## config.mk

```make
export PLATFORM = sky130hd
export DESIGN_NAME = smr_supply_monitor_reset
export DESIGN_NICKNAME = d
export VERILOG_FILES = /design/src/smr_pkg.sv /design/src/smr_supply_monitor_reset.sv
export VERILOG_INCLUDE_DIRS = /design/src
export SDC_FILE = /design/constraint.sdc
export NUM_CORES = 1
export LEC_CHECK = 0
export BUFFER_PORTS_ARGS = -buffer_cell sky130_fd_sc_hd__buf_2
export CORE_MARGIN = 5
export CORE_UTILIZATION = 50
export CTS_BUF_LIST = sky130_fd_sc_hd__clkbuf_4
export CTS_CLUSTER_DIAMETER = 30
export DETAILED_ROUTE_END_ITERATION = 7
export PLACE_DENSITY = 0.81
export SLEW_MARGIN = 10
export SYNTH_ARGS = -nofsm -noshare
export SYNTH_HDL_FRONTEND = slang
export SYNTH_SLANG_ARGS = --single-unit
export TNS_END_PERCENT = 50
```

## constraint.sdc

```tcl
create_clock -name mclk -period 2.6 [get_ports mclk]
set_clock_uncertainty 0.05 [all_clocks]
set_input_delay 0.39 -clock mclk [delete_from_list [all_inputs] [get_ports mclk]]
set_output_delay 0.39 -clock mclk [all_outputs]
set_load 0.02 [all_outputs]
```

## src/smr_regs.svh

```systemverilog
// register offsets, field positions, reset values and counts for the supply monitor
`ifndef SMR_REGS_SVH
`define SMR_REGS_SVH

// ----------------------------------------
// register byte offsets
// ----------------------------------------
`define SMR_ADDR_STATUS   4'h0
`define SMR_ADDR_MASK     4'h4
`define SMR_ADDR_CTRL     4'h8
`define SMR_ADDR_LEVEL    4'hC

// ----------------------------------------
// field positions
// ----------------------------------------
`define SMR_BIT_BOR_FLAG  0
`define SMR_BIT_WARN_EVT  1
`define SMR_BIT_WARN_EN   0
`define SMR_BIT_LIVE_WARN 0
`define SMR_BIT_LIVE_BOR  1

// ----------------------------------------
// reset values
// ----------------------------------------
`define SMR_RST_STATUS    2'h0
`define SMR_RST_MASK      2'h0
`define SMR_RST_CTRL      1'h0

// ----------------------------------------
// comparator ladder and reset delay
// ----------------------------------------
`define SMR_TAPS          9
`define SMR_WARN_OFFSET   4'h3
`define SMR_DLY_SHORT_CYC 256
`define SMR_DLY_LONG_CYC  4096
`define SMR_DLY_SHORT     12'(`SMR_DLY_SHORT_CYC - 1)
`define SMR_DLY_LONG      12'(`SMR_DLY_LONG_CYC - 1)

`endif

```

## src/smr_pkg.sv

```systemverilog
// types shared by the supply monitor and reset block
package smr_pkg;

	// option settings from nonvolatile storage
	typedef struct packed {
		logic       borEnable;
		logic [1:0] borLevel;
		logic       longDelay;
	} smr_opt_t;

	// sticky event bits, same layout for status and mask
	typedef struct packed {
		logic warnEvent;
		logic borFlag;
	} smr_evt_t;

	typedef enum logic [2:0] {
		SMR_HOLD  = 3'h1,
		SMR_DELAY = 3'h2,
		SMR_RUN   = 3'h4
	} smr_state_t;

endpackage

```

## src/smr_supply_monitor_reset.sv

```systemverilog
// supply supervisor: brownout reset, reset delay and supply warning interrupt
// Operation
// - hold internal reset while brownout low
// - falling threshold below rising threshold
// - brownout sets sticky hardware flag
// - drive external reset pin low during brownout
// - three selectable brownout levels from options
// - brownout optional, disabled means no reset
// - warning interrupt on every fall, and on every rise outside the reset delay
// - read-only live warning status bit
// - warning threshold sits above brownout threshold
// - no rise interrupt within reset delay
// - enabling below threshold gives two interrupts
// - enabling above threshold gives no interrupt
`timescale 1ns/1ps
`include "smr_regs.svh"

module smr_supply_monitor_reset
	import smr_pkg::*;
(
	input  wire logic                     mclk,
	input  wire logic                     rst_b,
	input  wire logic [`SMR_TAPS-1:0]     supplyAbove,
	input  wire logic                     optBorEnable,
	input  wire logic [1:0]               optBorLevel,
	input  wire logic                     optLongDelay,
	input  wire logic [3:0]               address,
	input  wire logic                     read,
	input  wire logic                     write,
	input  wire logic [31:0]              writedata,
	output logic      [31:0]              readdata,
	output logic                          waitrequest,
	output logic                          coreReset,
	output logic                          externalResetPinOut,
	output logic                          externalResetPinOe,
	output logic                          irq
);

	// ----------------------------------------
	// input synchronisers
	// ----------------------------------------
	logic [`SMR_TAPS-1:0] aboveMeta_q;
	logic [`SMR_TAPS-1:0] aboveSync_q;
	smr_opt_t             optMeta_q;
	smr_opt_t             opt_q;

	// option bits reset to zero, so brownout stays off until the options settle
	always_ff @(posedge mclk or negedge rst_b) begin
		if (!rst_b) begin
			aboveMeta_q <= '0;
			aboveSync_q <= '0;
			optMeta_q   <= '0;
			opt_q       <= '0;
		end else begin
			aboveMeta_q <= supplyAbove;
			aboveSync_q <= aboveMeta_q;
			optMeta_q   <= '{optBorEnable, optBorLevel, optLongDelay};
			opt_q       <= optMeta_q;
		end
	end

	a_sync_depth: assert property (@(posedge mclk) disable iff (!rst_b)
		$past(rst_b, 3) |-> aboveSync_q == $past(supplyAbove, 2))
		else $error("comparator inputs not delayed by two stages");

	// ----------------------------------------
	// threshold selection
	// ----------------------------------------
	// level 3 is not a legal option and falls back to high
	logic [1:0] levelSel;
	logic [3:0] borFallTap;
	logic [3:0] borRiseTap;
	logic [3:0] warnFallTap;
	logic [3:0] warnRiseTap;

	always_comb begin
		levelSel    = (opt_q.borLevel == 2'h3) ? 2'h2 : opt_q.borLevel;
		borFallTap  = {1'b0, levelSel, 1'b0};
		borRiseTap  = borFallTap + 4'h1;
		warnFallTap = borFallTap + `SMR_WARN_OFFSET;
		warnRiseTap = warnFallTap + 4'h1;
	end

	a_level_taps: assert property (@(posedge mclk) disable iff (!rst_b)
		warnFallTap > borRiseTap && borFallTap <= 4'h4)
		else $error("threshold taps out of order");

	// ----------------------------------------
	// hysteresis on both comparators
	// ----------------------------------------
	logic borActive_q;
	logic warnActive_q;

	always_ff @(posedge mclk or negedge rst_b) begin
		if (!rst_b) begin
			borActive_q <= 1'b1;
		end else if (borActive_q) begin
			borActive_q <= !aboveSync_q[borRiseTap];
		end else begin
			borActive_q <= !aboveSync_q[borFallTap];
		end
	end

	always_ff @(posedge mclk or negedge rst_b) begin
		if (!rst_b) begin
			warnActive_q <= 1'b1;
		end else if (warnActive_q) begin
			warnActive_q <= !aboveSync_q[warnRiseTap];
		end else begin
			warnActive_q <= !aboveSync_q[warnFallTap];
		end
	end

	a_bor_hyst: assert property (@(posedge mclk) disable iff (!rst_b)
		$fell(borActive_q) |-> $past(aboveSync_q[borRiseTap]))
		else $error("brownout released below rising threshold");

	a_bor_enter: assert property (@(posedge mclk) disable iff (!rst_b)
		$rose(borActive_q) |-> !$past(aboveSync_q[borFallTap]))
		else $error("brownout entered above falling threshold");

	a_warn_enter: assert property (@(posedge mclk) disable iff (!rst_b)
		$rose(warnActive_q) |-> !$past(aboveSync_q[warnFallTap]))
		else $error("warning entered above warning threshold");

	// ----------------------------------------
	// reset sequencer
	// ----------------------------------------
	smr_state_t state_q;
	logic [11:0] delayCnt_q;
	logic        borLow;

	assign borLow = borActive_q && opt_q.borEnable;

	always_ff @(posedge mclk or negedge rst_b) begin
		if (!rst_b) begin
			state_q <= SMR_HOLD;
		end else begin
			case (state_q)
				SMR_HOLD: begin
					if (!borLow) begin
						state_q <= SMR_DELAY;
					end
				end
				SMR_DELAY: begin
					if (borLow) begin
						state_q <= SMR_HOLD;
					end else if (delayCnt_q == 12'h000) begin
						state_q <= SMR_RUN;
					end
				end
				SMR_RUN: begin
					if (borLow) begin
						state_q <= SMR_HOLD;
					end
				end
				default: begin
					state_q <= SMR_HOLD;
				end
			endcase
		end
	end

	// reload on every hold so the delay always restarts in full
	always_ff @(posedge mclk or negedge rst_b) begin
		if (!rst_b) begin
			delayCnt_q <= `SMR_DLY_LONG;
		end else if (state_q != SMR_DELAY) begin
			delayCnt_q <= opt_q.longDelay ? `SMR_DLY_LONG : `SMR_DLY_SHORT;
		end else if (delayCnt_q != 12'h000) begin
			delayCnt_q <= delayCnt_q - 12'h001;
		end
	end

	logic resetBusy;
	assign resetBusy = (state_q != SMR_RUN);

	always_ff @(posedge mclk or negedge rst_b) begin
		if (!rst_b) begin
			coreReset           <= 1'b1;
			externalResetPinOut <= 1'b0;
			externalResetPinOe  <= 1'b1;
		end else begin
			coreReset           <= resetBusy || borLow;
			externalResetPinOut <= 1'b0;
			externalResetPinOe  <= resetBusy || borLow;
		end
	end

	a_reset_hold: assert property (@(posedge mclk) disable iff (!rst_b)
		borLow |=> coreReset)
		else $error("core left running during brownout");

	a_pin_low: assert property (@(posedge mclk) disable iff (!rst_b)
		borLow |=> externalResetPinOe && !externalResetPinOut)
		else $error("external reset pin not driven low in brownout");

	a_bor_disabled: assert property (@(posedge mclk) disable iff (!rst_b)
		(state_q == SMR_RUN) && !opt_q.borEnable |=> state_q == SMR_RUN)
		else $error("brownout reset while function disabled");

	a_delay_hold: assert property (@(posedge mclk) disable iff (!rst_b)
		state_q != SMR_RUN |=> coreReset && externalResetPinOe)
		else $error("reset released before delay ended");

	// ----------------------------------------
	// warning events
	// ----------------------------------------
	logic warnEnable_q;
	logic warnEnPrev_q;
	logic warnPrev_q;
	logic warnFall;
	logic warnRise;
	logic enableArm;
	smr_evt_t evtSet;

	always_ff @(posedge mclk or negedge rst_b) begin
		if (!rst_b) begin
			warnPrev_q   <= 1'b1;
			warnEnPrev_q <= 1'b0;
		end else begin
			warnPrev_q   <= warnActive_q;
			warnEnPrev_q <= warnEnable_q;
		end
	end

	// a rise seen while the reset delay runs is dropped on purpose
	always_comb begin
		warnFall  = warnActive_q && !warnPrev_q;
		warnRise  = !warnActive_q && warnPrev_q && !resetBusy;
		enableArm = warnEnable_q && !warnEnPrev_q && warnActive_q;
		evtSet.borFlag   = borLow;
		evtSet.warnEvent = warnEnable_q && (warnFall || warnRise || enableArm);
	end

	a_rise_quiet: assert property (@(posedge mclk) disable iff (!rst_b)
		resetBusy && !warnActive_q |-> !evtSet.warnEvent)
		else $error("warning event raised during reset delay");

	a_enable_above: assert property (@(posedge mclk) disable iff (!rst_b)
		$rose(warnEnable_q) && !warnActive_q && $stable(warnActive_q) |-> !evtSet.warnEvent)
		else $error("extra warning event when enabled above threshold");

	a_warn_off: assert property (@(posedge mclk) disable iff (!rst_b)
		!warnEnable_q |-> !evtSet.warnEvent)
		else $error("warning event while interrupt disabled");

	a_warn_fall: assert property (@(posedge mclk) disable iff (!rst_b)
		$rose(warnActive_q) && warnEnable_q |=> status_q.warnEvent)
		else $error("falling crossing raised no warning event");

	// ----------------------------------------
	// register slave
	// ----------------------------------------
	smr_evt_t status_q;
	smr_evt_t mask_q;
	logic     ack_q;
	logic     wrTake;
	logic     rdTake;
	smr_evt_t w1c;

	// one wait state: a write is taken on the second edge after it rises, read data is captured on the first
	assign waitrequest = (read || write) && !ack_q;
	assign wrTake      = write && ack_q;
	assign rdTake      = read && !ack_q;

	always_ff @(posedge mclk or negedge rst_b) begin
		if (!rst_b) begin
			ack_q <= 1'b0;
		end else begin
			ack_q <= (read || write) && !ack_q;
		end
	end

	always_comb begin
		w1c = '0;
		if (wrTake && address == `SMR_ADDR_STATUS) begin
			w1c = smr_evt_t'(writedata[1:0]);
		end
	end

	// a new event beats a clear landing in the same cycle
	always_ff @(posedge mclk or negedge rst_b) begin
		if (!rst_b) begin
			status_q <= `SMR_RST_STATUS;
		end else begin
			status_q <= (status_q & ~w1c) | evtSet;
		end
	end

	always_ff @(posedge mclk or negedge rst_b) begin
		if (!rst_b) begin
			mask_q       <= `SMR_RST_MASK;
			warnEnable_q <= `SMR_RST_CTRL;
		end else if (wrTake && address == `SMR_ADDR_MASK) begin
			mask_q <= smr_evt_t'(writedata[1:0]);
		end else if (wrTake && address == `SMR_ADDR_CTRL) begin
			warnEnable_q <= writedata[`SMR_BIT_WARN_EN];
		end
	end

	always_ff @(posedge mclk or negedge rst_b) begin
		if (!rst_b) begin
			readdata <= '0;
		end else if (rdTake) begin
			if (address == `SMR_ADDR_STATUS) begin
				readdata <= {30'h0, status_q};
			end else if (address == `SMR_ADDR_MASK) begin
				readdata <= {30'h0, mask_q};
			end else if (address == `SMR_ADDR_CTRL) begin
				readdata <= {31'h0, warnEnable_q};
			end else if (address == `SMR_ADDR_LEVEL) begin
				readdata <= {30'h0, borActive_q, warnActive_q};
			end else begin
				readdata <= '0;
			end
		end
	end

	always_ff @(posedge mclk or negedge rst_b) begin
		if (!rst_b) begin
			irq <= 1'b0;
		end else begin
			irq <= |(status_q & mask_q);
		end
	end

	a_flag_set: assert property (@(posedge mclk) disable iff (!rst_b)
		borLow |=> status_q.borFlag)
		else $error("brownout flag not set");

	a_warn_sticky: assert property (@(posedge mclk) disable iff (!rst_b)
		evtSet.warnEvent |=> status_q.warnEvent ##1 (status_q.warnEvent || $past(wrTake)))
		else $error("warning event lost");

	a_live_status: assert property (@(posedge mclk) disable iff (!rst_b)
		rdTake && address == `SMR_ADDR_LEVEL |=> readdata[0] == $past(warnActive_q) && !waitrequest)
		else $error("live warning bit misread");

	a_irq_level: assert property (@(posedge mclk) disable iff (!rst_b)
		irq == $past(|(status_q & mask_q)))
		else $error("interrupt line does not follow masked status");

endmodule

```

Yosys cells after proc, flatten, opt, wreduce, memory -nomap -nowiden
Cells that the tools add are included.

cells by class
  $add $sub $neg = 4
  $lt $le $gt $ge = 4
  equal/unequal tests = 12
  mux-type cells = 24
  bitwise logic cells = 5
  reduce and logical (&&, ||, !) cells = 33

operators with widths
  kind                                                 count
  two-way mux 32 bit                                   3
  two-way mux 12 bit                                   3
  < comparator 4 x 5 -> 1 bit (second input constant)  3
  logical AND 1 bit                                    13
  binary-select mux 1 bit (select 4 bit)               3
  zero test 12 bit                                     1
  two-way mux 3 bit                                    4
  nonzero test 12 bit                                  1
  subtractor 12 x 1 -> 12 bit (second input constant)  1
  zero test 1 bit                                      9
  case mux 3 bit (3 select lines)                      1
  == test 4 bit (second input constant)                2
  two-way mux 1 bit                                    6
  two-way mux 2 bit                                    3
  != test 3 bit (second input constant)                2
  < comparator 3 x 5 -> 1 bit (second input constant)  1
  adder 3 x 1 -> 4 bit (second input constant)         1
  adder 3 x 2 -> 4 bit (second input constant)         1
  adder 4 x 1 -> 4 bit (second input constant)         1
  bitwise AND 2 bit                                    2
  == test 4 x 3 -> 1 bit (second input constant)       1
  zero test 4 bit                                      1
  logical OR 1 bit                                     4
  != test 2 bit (second input constant)                2
  13 further kinds                                     13

word-level totals
  register bits after elaboration = 85
  input port bits = 53
  output and inout port bits = 37
  logic and storage cells = 105

Depth between registers and ports, before layout
  word-level depth = 8
  gate-level depth with buffers = 7
  gate-level depth less buffers = 6

Worst setup path after synthesis
No wires, ideal clock.

  path type = reg2reg
  from = register delayCnt_q[0]
  to = register delayCnt_q[7]
  library setup time = 72 ps
  arrival time = 2,010 ps
  data required time = 2,478 ps
  setup slack = 468 ps
  cell stages (with the launch flop) = 8
  path buffers = 1
  clock period less this slack = 2,132 ps
  path through = dfstp_2 inv_1 ha_1 or4b_2 or4_1 buf_2 and3_1 o21ai_1

on the way
  word-level cells in the longest chain between the ends = 3
  elaborated cells on any way between the ends = 5
  classes of those cells = 1 x add/sub; 2 x mux; 2 x reduce/logical

RTL lines
  what                         line                             source
  from (decl)                  smr_supply_monitor_reset.sv:130  logic [11:0] delayCnt_q;
  from (signal assigned)       smr_supply_monitor_reset.sv:167  delayCnt_q <= `SMR_DLY_LONG;
  from (signal assigned)       smr_supply_monitor_reset.sv:169  delayCnt_q <= opt_q.longDelay ? `SMR_DLY_LONG : `SMR_DLY_SHORT;
  from (signal assigned)       smr_supply_monitor_reset.sv:171  delayCnt_q <= delayCnt_q - 12'h001;
  subtractor 12 x 1 -> 12 bit  smr_supply_monitor_reset.sv:171
  two-way mux 12 bit           smr_supply_monitor_reset.sv:170  end else if (delayCnt_q != 12'h000) begin
  two-way mux 12 bit           smr_supply_monitor_reset.sv:168  end else if (state_q != SMR_DELAY) begin

Parallel ways exist; a longest one is shown, timed or not. The select of a mux whose other input is x is not followed.
A chain may end at the register's enable or synchronous reset.

Worst setup path after layout
Ends and elaborated chain as after synthesis.

==> impl_metrics.toml <==
[placed_design]
gp_congestion = 0.846
hpwl_mm = 2.76
numPortBuffers = 28

[routing]
first_iter_violations = 47
vias = 1448
wl_mm = 3.59
route.detailed.drc = 0
wl_per_cell_um = 12.6
first_pass_iters = 4
post_drt_via_cell_ratio = 5.08
ant_nets = 0

[worst_setup_path]
critPathSlowestCell = "or4b_2"
crit_family = "simple AND/OR/NAND/NOR gates"
r2r-end = "delayCnt_q[7]"
cp.arrival_ns = 2.61
crit_path_cell_trace = "inv_1 > ha_1 > or4b_2 > or4_1 > and3_1 > o21ai_1"
reg2reg_from = "delayCnt_q[0]"
cp.required_ns = 2.84
slowest_delay_ns = 0.64
r2r_slack_ns = 0.23
reg2reg_depth = 6
start_kind = "flip-flop"
crit_path_max_fanout = 8
worstSetupPathType = "reg -> reg"
endpoint_kind = "flip-flop"
critical_path_depth = 6
critical_path_buf_inv_count = 1

[pwr]
peakVddDrop_mv = 0.518
power.leakage_nw = 1.13
power_density_mw_per_mm2 = 677
finalPower_mw = 1.71

[timing]
slew_headroom_pct = 54.8
final-setup-viol-count = 0
slew_viol_final = 0
tightest_slew_ns = 0.678
rsz0062_at_grt = "no"
hold_ws_ns = 0.0696
max_freq_ghz = 0.422
min_period_over_period_pct = 91.1
finalHoldViolations = 0
fin_tns_setup_ns = 0
min_period_ns = 2.37

[clocking]
numCtsBuffers = 5
ctsHtreeMaxLevel = 2
clkSlewWorstSetupHoldPaths_ns = 0.15
cts_max_path_buffers = 2
cts_tree = "done"
cts-hold-fix-buffers = 1
clk_latency_ns = 0.36
cts_resized = 0
cts-root-buf = "clkbuf_4"
post_cts_buffers = 0
clock_sinks = 55

[floorplanning]
die_h_um = 78.8
core_mm2 = 0.00466
die_x_um = 78.8
io_pins = 90
start_util_pct = 50.7
dieArea_mm2 = 0.00620
fp-row-count = 25

[logic_synthesis]
synth_edf_count = 0
synth-seq-area-share_pct = 59.1
synth_area_leaders = "dfrtp_1 (40%), dfstp_2 (19%), buf_4 (10%)"
yosysTopAreaCell = "dfrtp_1"
postSynthAreaPerCell_um2 = 12.0
synthArstFlopShare_pct = 100
synth.distinct_cells = 40
synth-seq-cells = 55
synth_warnings = 0
synth_top_area_share_pct = 40.2
syn-cell-area_mm2 = 0.00236
syn_inst = 197
synth_ff_type = "dfrtp_1"

[global_routing]
antenna_found_initial = 0
track_usage_pct = 12.3
grt_pass1_wl_mm = 6.00
grt_pass1_vias = 1402
grt_max_degree = 32
grt_remaining_overflow = 0

[finish]
final_layout_size_suffix_gt1_share_pct = 28.1
antennaDiodeCount = 0
final_core_util_pct = 54.2
nNetsFinal = 285
syn_to_final_growth_pct = 6.93

[flow_run]
maxCapViolCount = 0

[min_path]
whs_path_depth = 1
whs_endpoint = "optMeta_q[3]"
hold_path_class = "in -> reg"
min_from = "optBorEnable"

[status]
status = "finished, final reports clean"
## worst reg2reg max path, delay by kind of cell (launching register included)
kind / cells / cell delay, ns
simple gates: 3 / 1.46
flops: 1 / 0.40
fa+ha+maj: 1 / 0.16
compound gates: 1 / 0.12
buf+inv: 1 / 0.11
## state kept, by name, summed over array words and instances, names as in the netlist, 2 cells and up
register,count
delayCnt_q,12
aboveMeta_q,9
aboveSync_q,9
optMeta_q,4
opt_q,4
state_q,3
mask_q,2
readdata,2
status_q,2
## cell type report
type,instances,area [um2]
sequential,55,1400
inverter,3,11.3
multi-input combinational,134,813
clock buffer,7,52.6
timing repair buffer,31,178
fill,401,2130
tap,54,67.6
clock inverter,1,7.51
## worst max-delay path by stage
| stage | start | endpoint | slack [ns] |
|---|---|---|---|
| floorplan | delayCnt_q[0] | delayCnt_q[7] | 0.47 |
| global route | delayCnt_q[0] | delayCnt_q[7] | 0.14 |
| detailed placement | delayCnt_q[0] | delayCnt_q[7] | 0.28 |
| global placement | delayCnt_q[0] | delayCnt_q[7] | 0.30 |
| finish | delayCnt_q[0] | delayCnt_q[7] | 0.23 |
| CTS | delayCnt_q[0] | delayCnt_q[7] | 0.24 |
## kinds of logic (layout without fill, tap and decap cells)
group	Yosys count	in the layout	share of synthesized area, %
AND/OR/NAND/NOR	54	54	13.1
multiplexers	11	11	5.35
adder cells (fa/ha/maj)	2	2	1.06
XOR/XNOR	5	5	1.85
flip-flops	55	55	59.1
other	1	31	0.159
AO/OA/AOI/OAI	31	31	8.15
buffers and inverters	38	42	11.2
## per-layer routing
metal | global-route usage [%] | wire, um
met2 | 21.5 | 1940
met5 | 0 | 0
met4 | 5.24 | 53
met3 | 3.17 | 177
met1 | 14.3 | 1420
## report_power, final
part / switching (mW) / internal, mW
registers: 0.0823 / 0.982
clock network: 0.241 / 0.128
logic: 0.163 / 0.115
## through the flow
step,cell area (um2),instances,setup slack (ns)
2_1_floorplan,2480,227,0.468
5_1_grt,2530,285,0.141
6_report,2530,285,0.232
3_3_place_gp,2460,276,0.303
3_5_place_dp,2460,276,0.279
4_1_cts,2530,285,0.242
## layout by cell type (no fill, tap or decap), types with 2 or more instances in the layout
cell	n
and3_1	2
buf_2	28
nor3_1	4
a22o_1	4
nand3_1	3
clkbuf_4	7
mux2_2	3
or2_2	4
dfrtp_1	38
mux2i_1	7
nand2_1	14
a221oi_1	2
o21ai_1	3
o21ai_0	11
conb_1	31
a21oi_1	6
dfstp_2	17
xnor2_1	4
o31ai_1	2
nand2b_1	6
nor3b_1	3
or4_1	3
nor2_1	6
ha_1	2
inv_1	3
## Yosys cell counts, drive strengths merged, types with 6 or more instances
| library cell | number |
|---|---|
| nand2 | 14 |
| dfrtp | 38 |
| mux2i | 7 |
| buf | 34 |
| o21ai | 14 |
| a21oi | 6 |
| nor2 | 6 |
| nand2b | 6 |
| dfstp | 17 |
No activity file was read; power rests on OpenSTA's default activity.
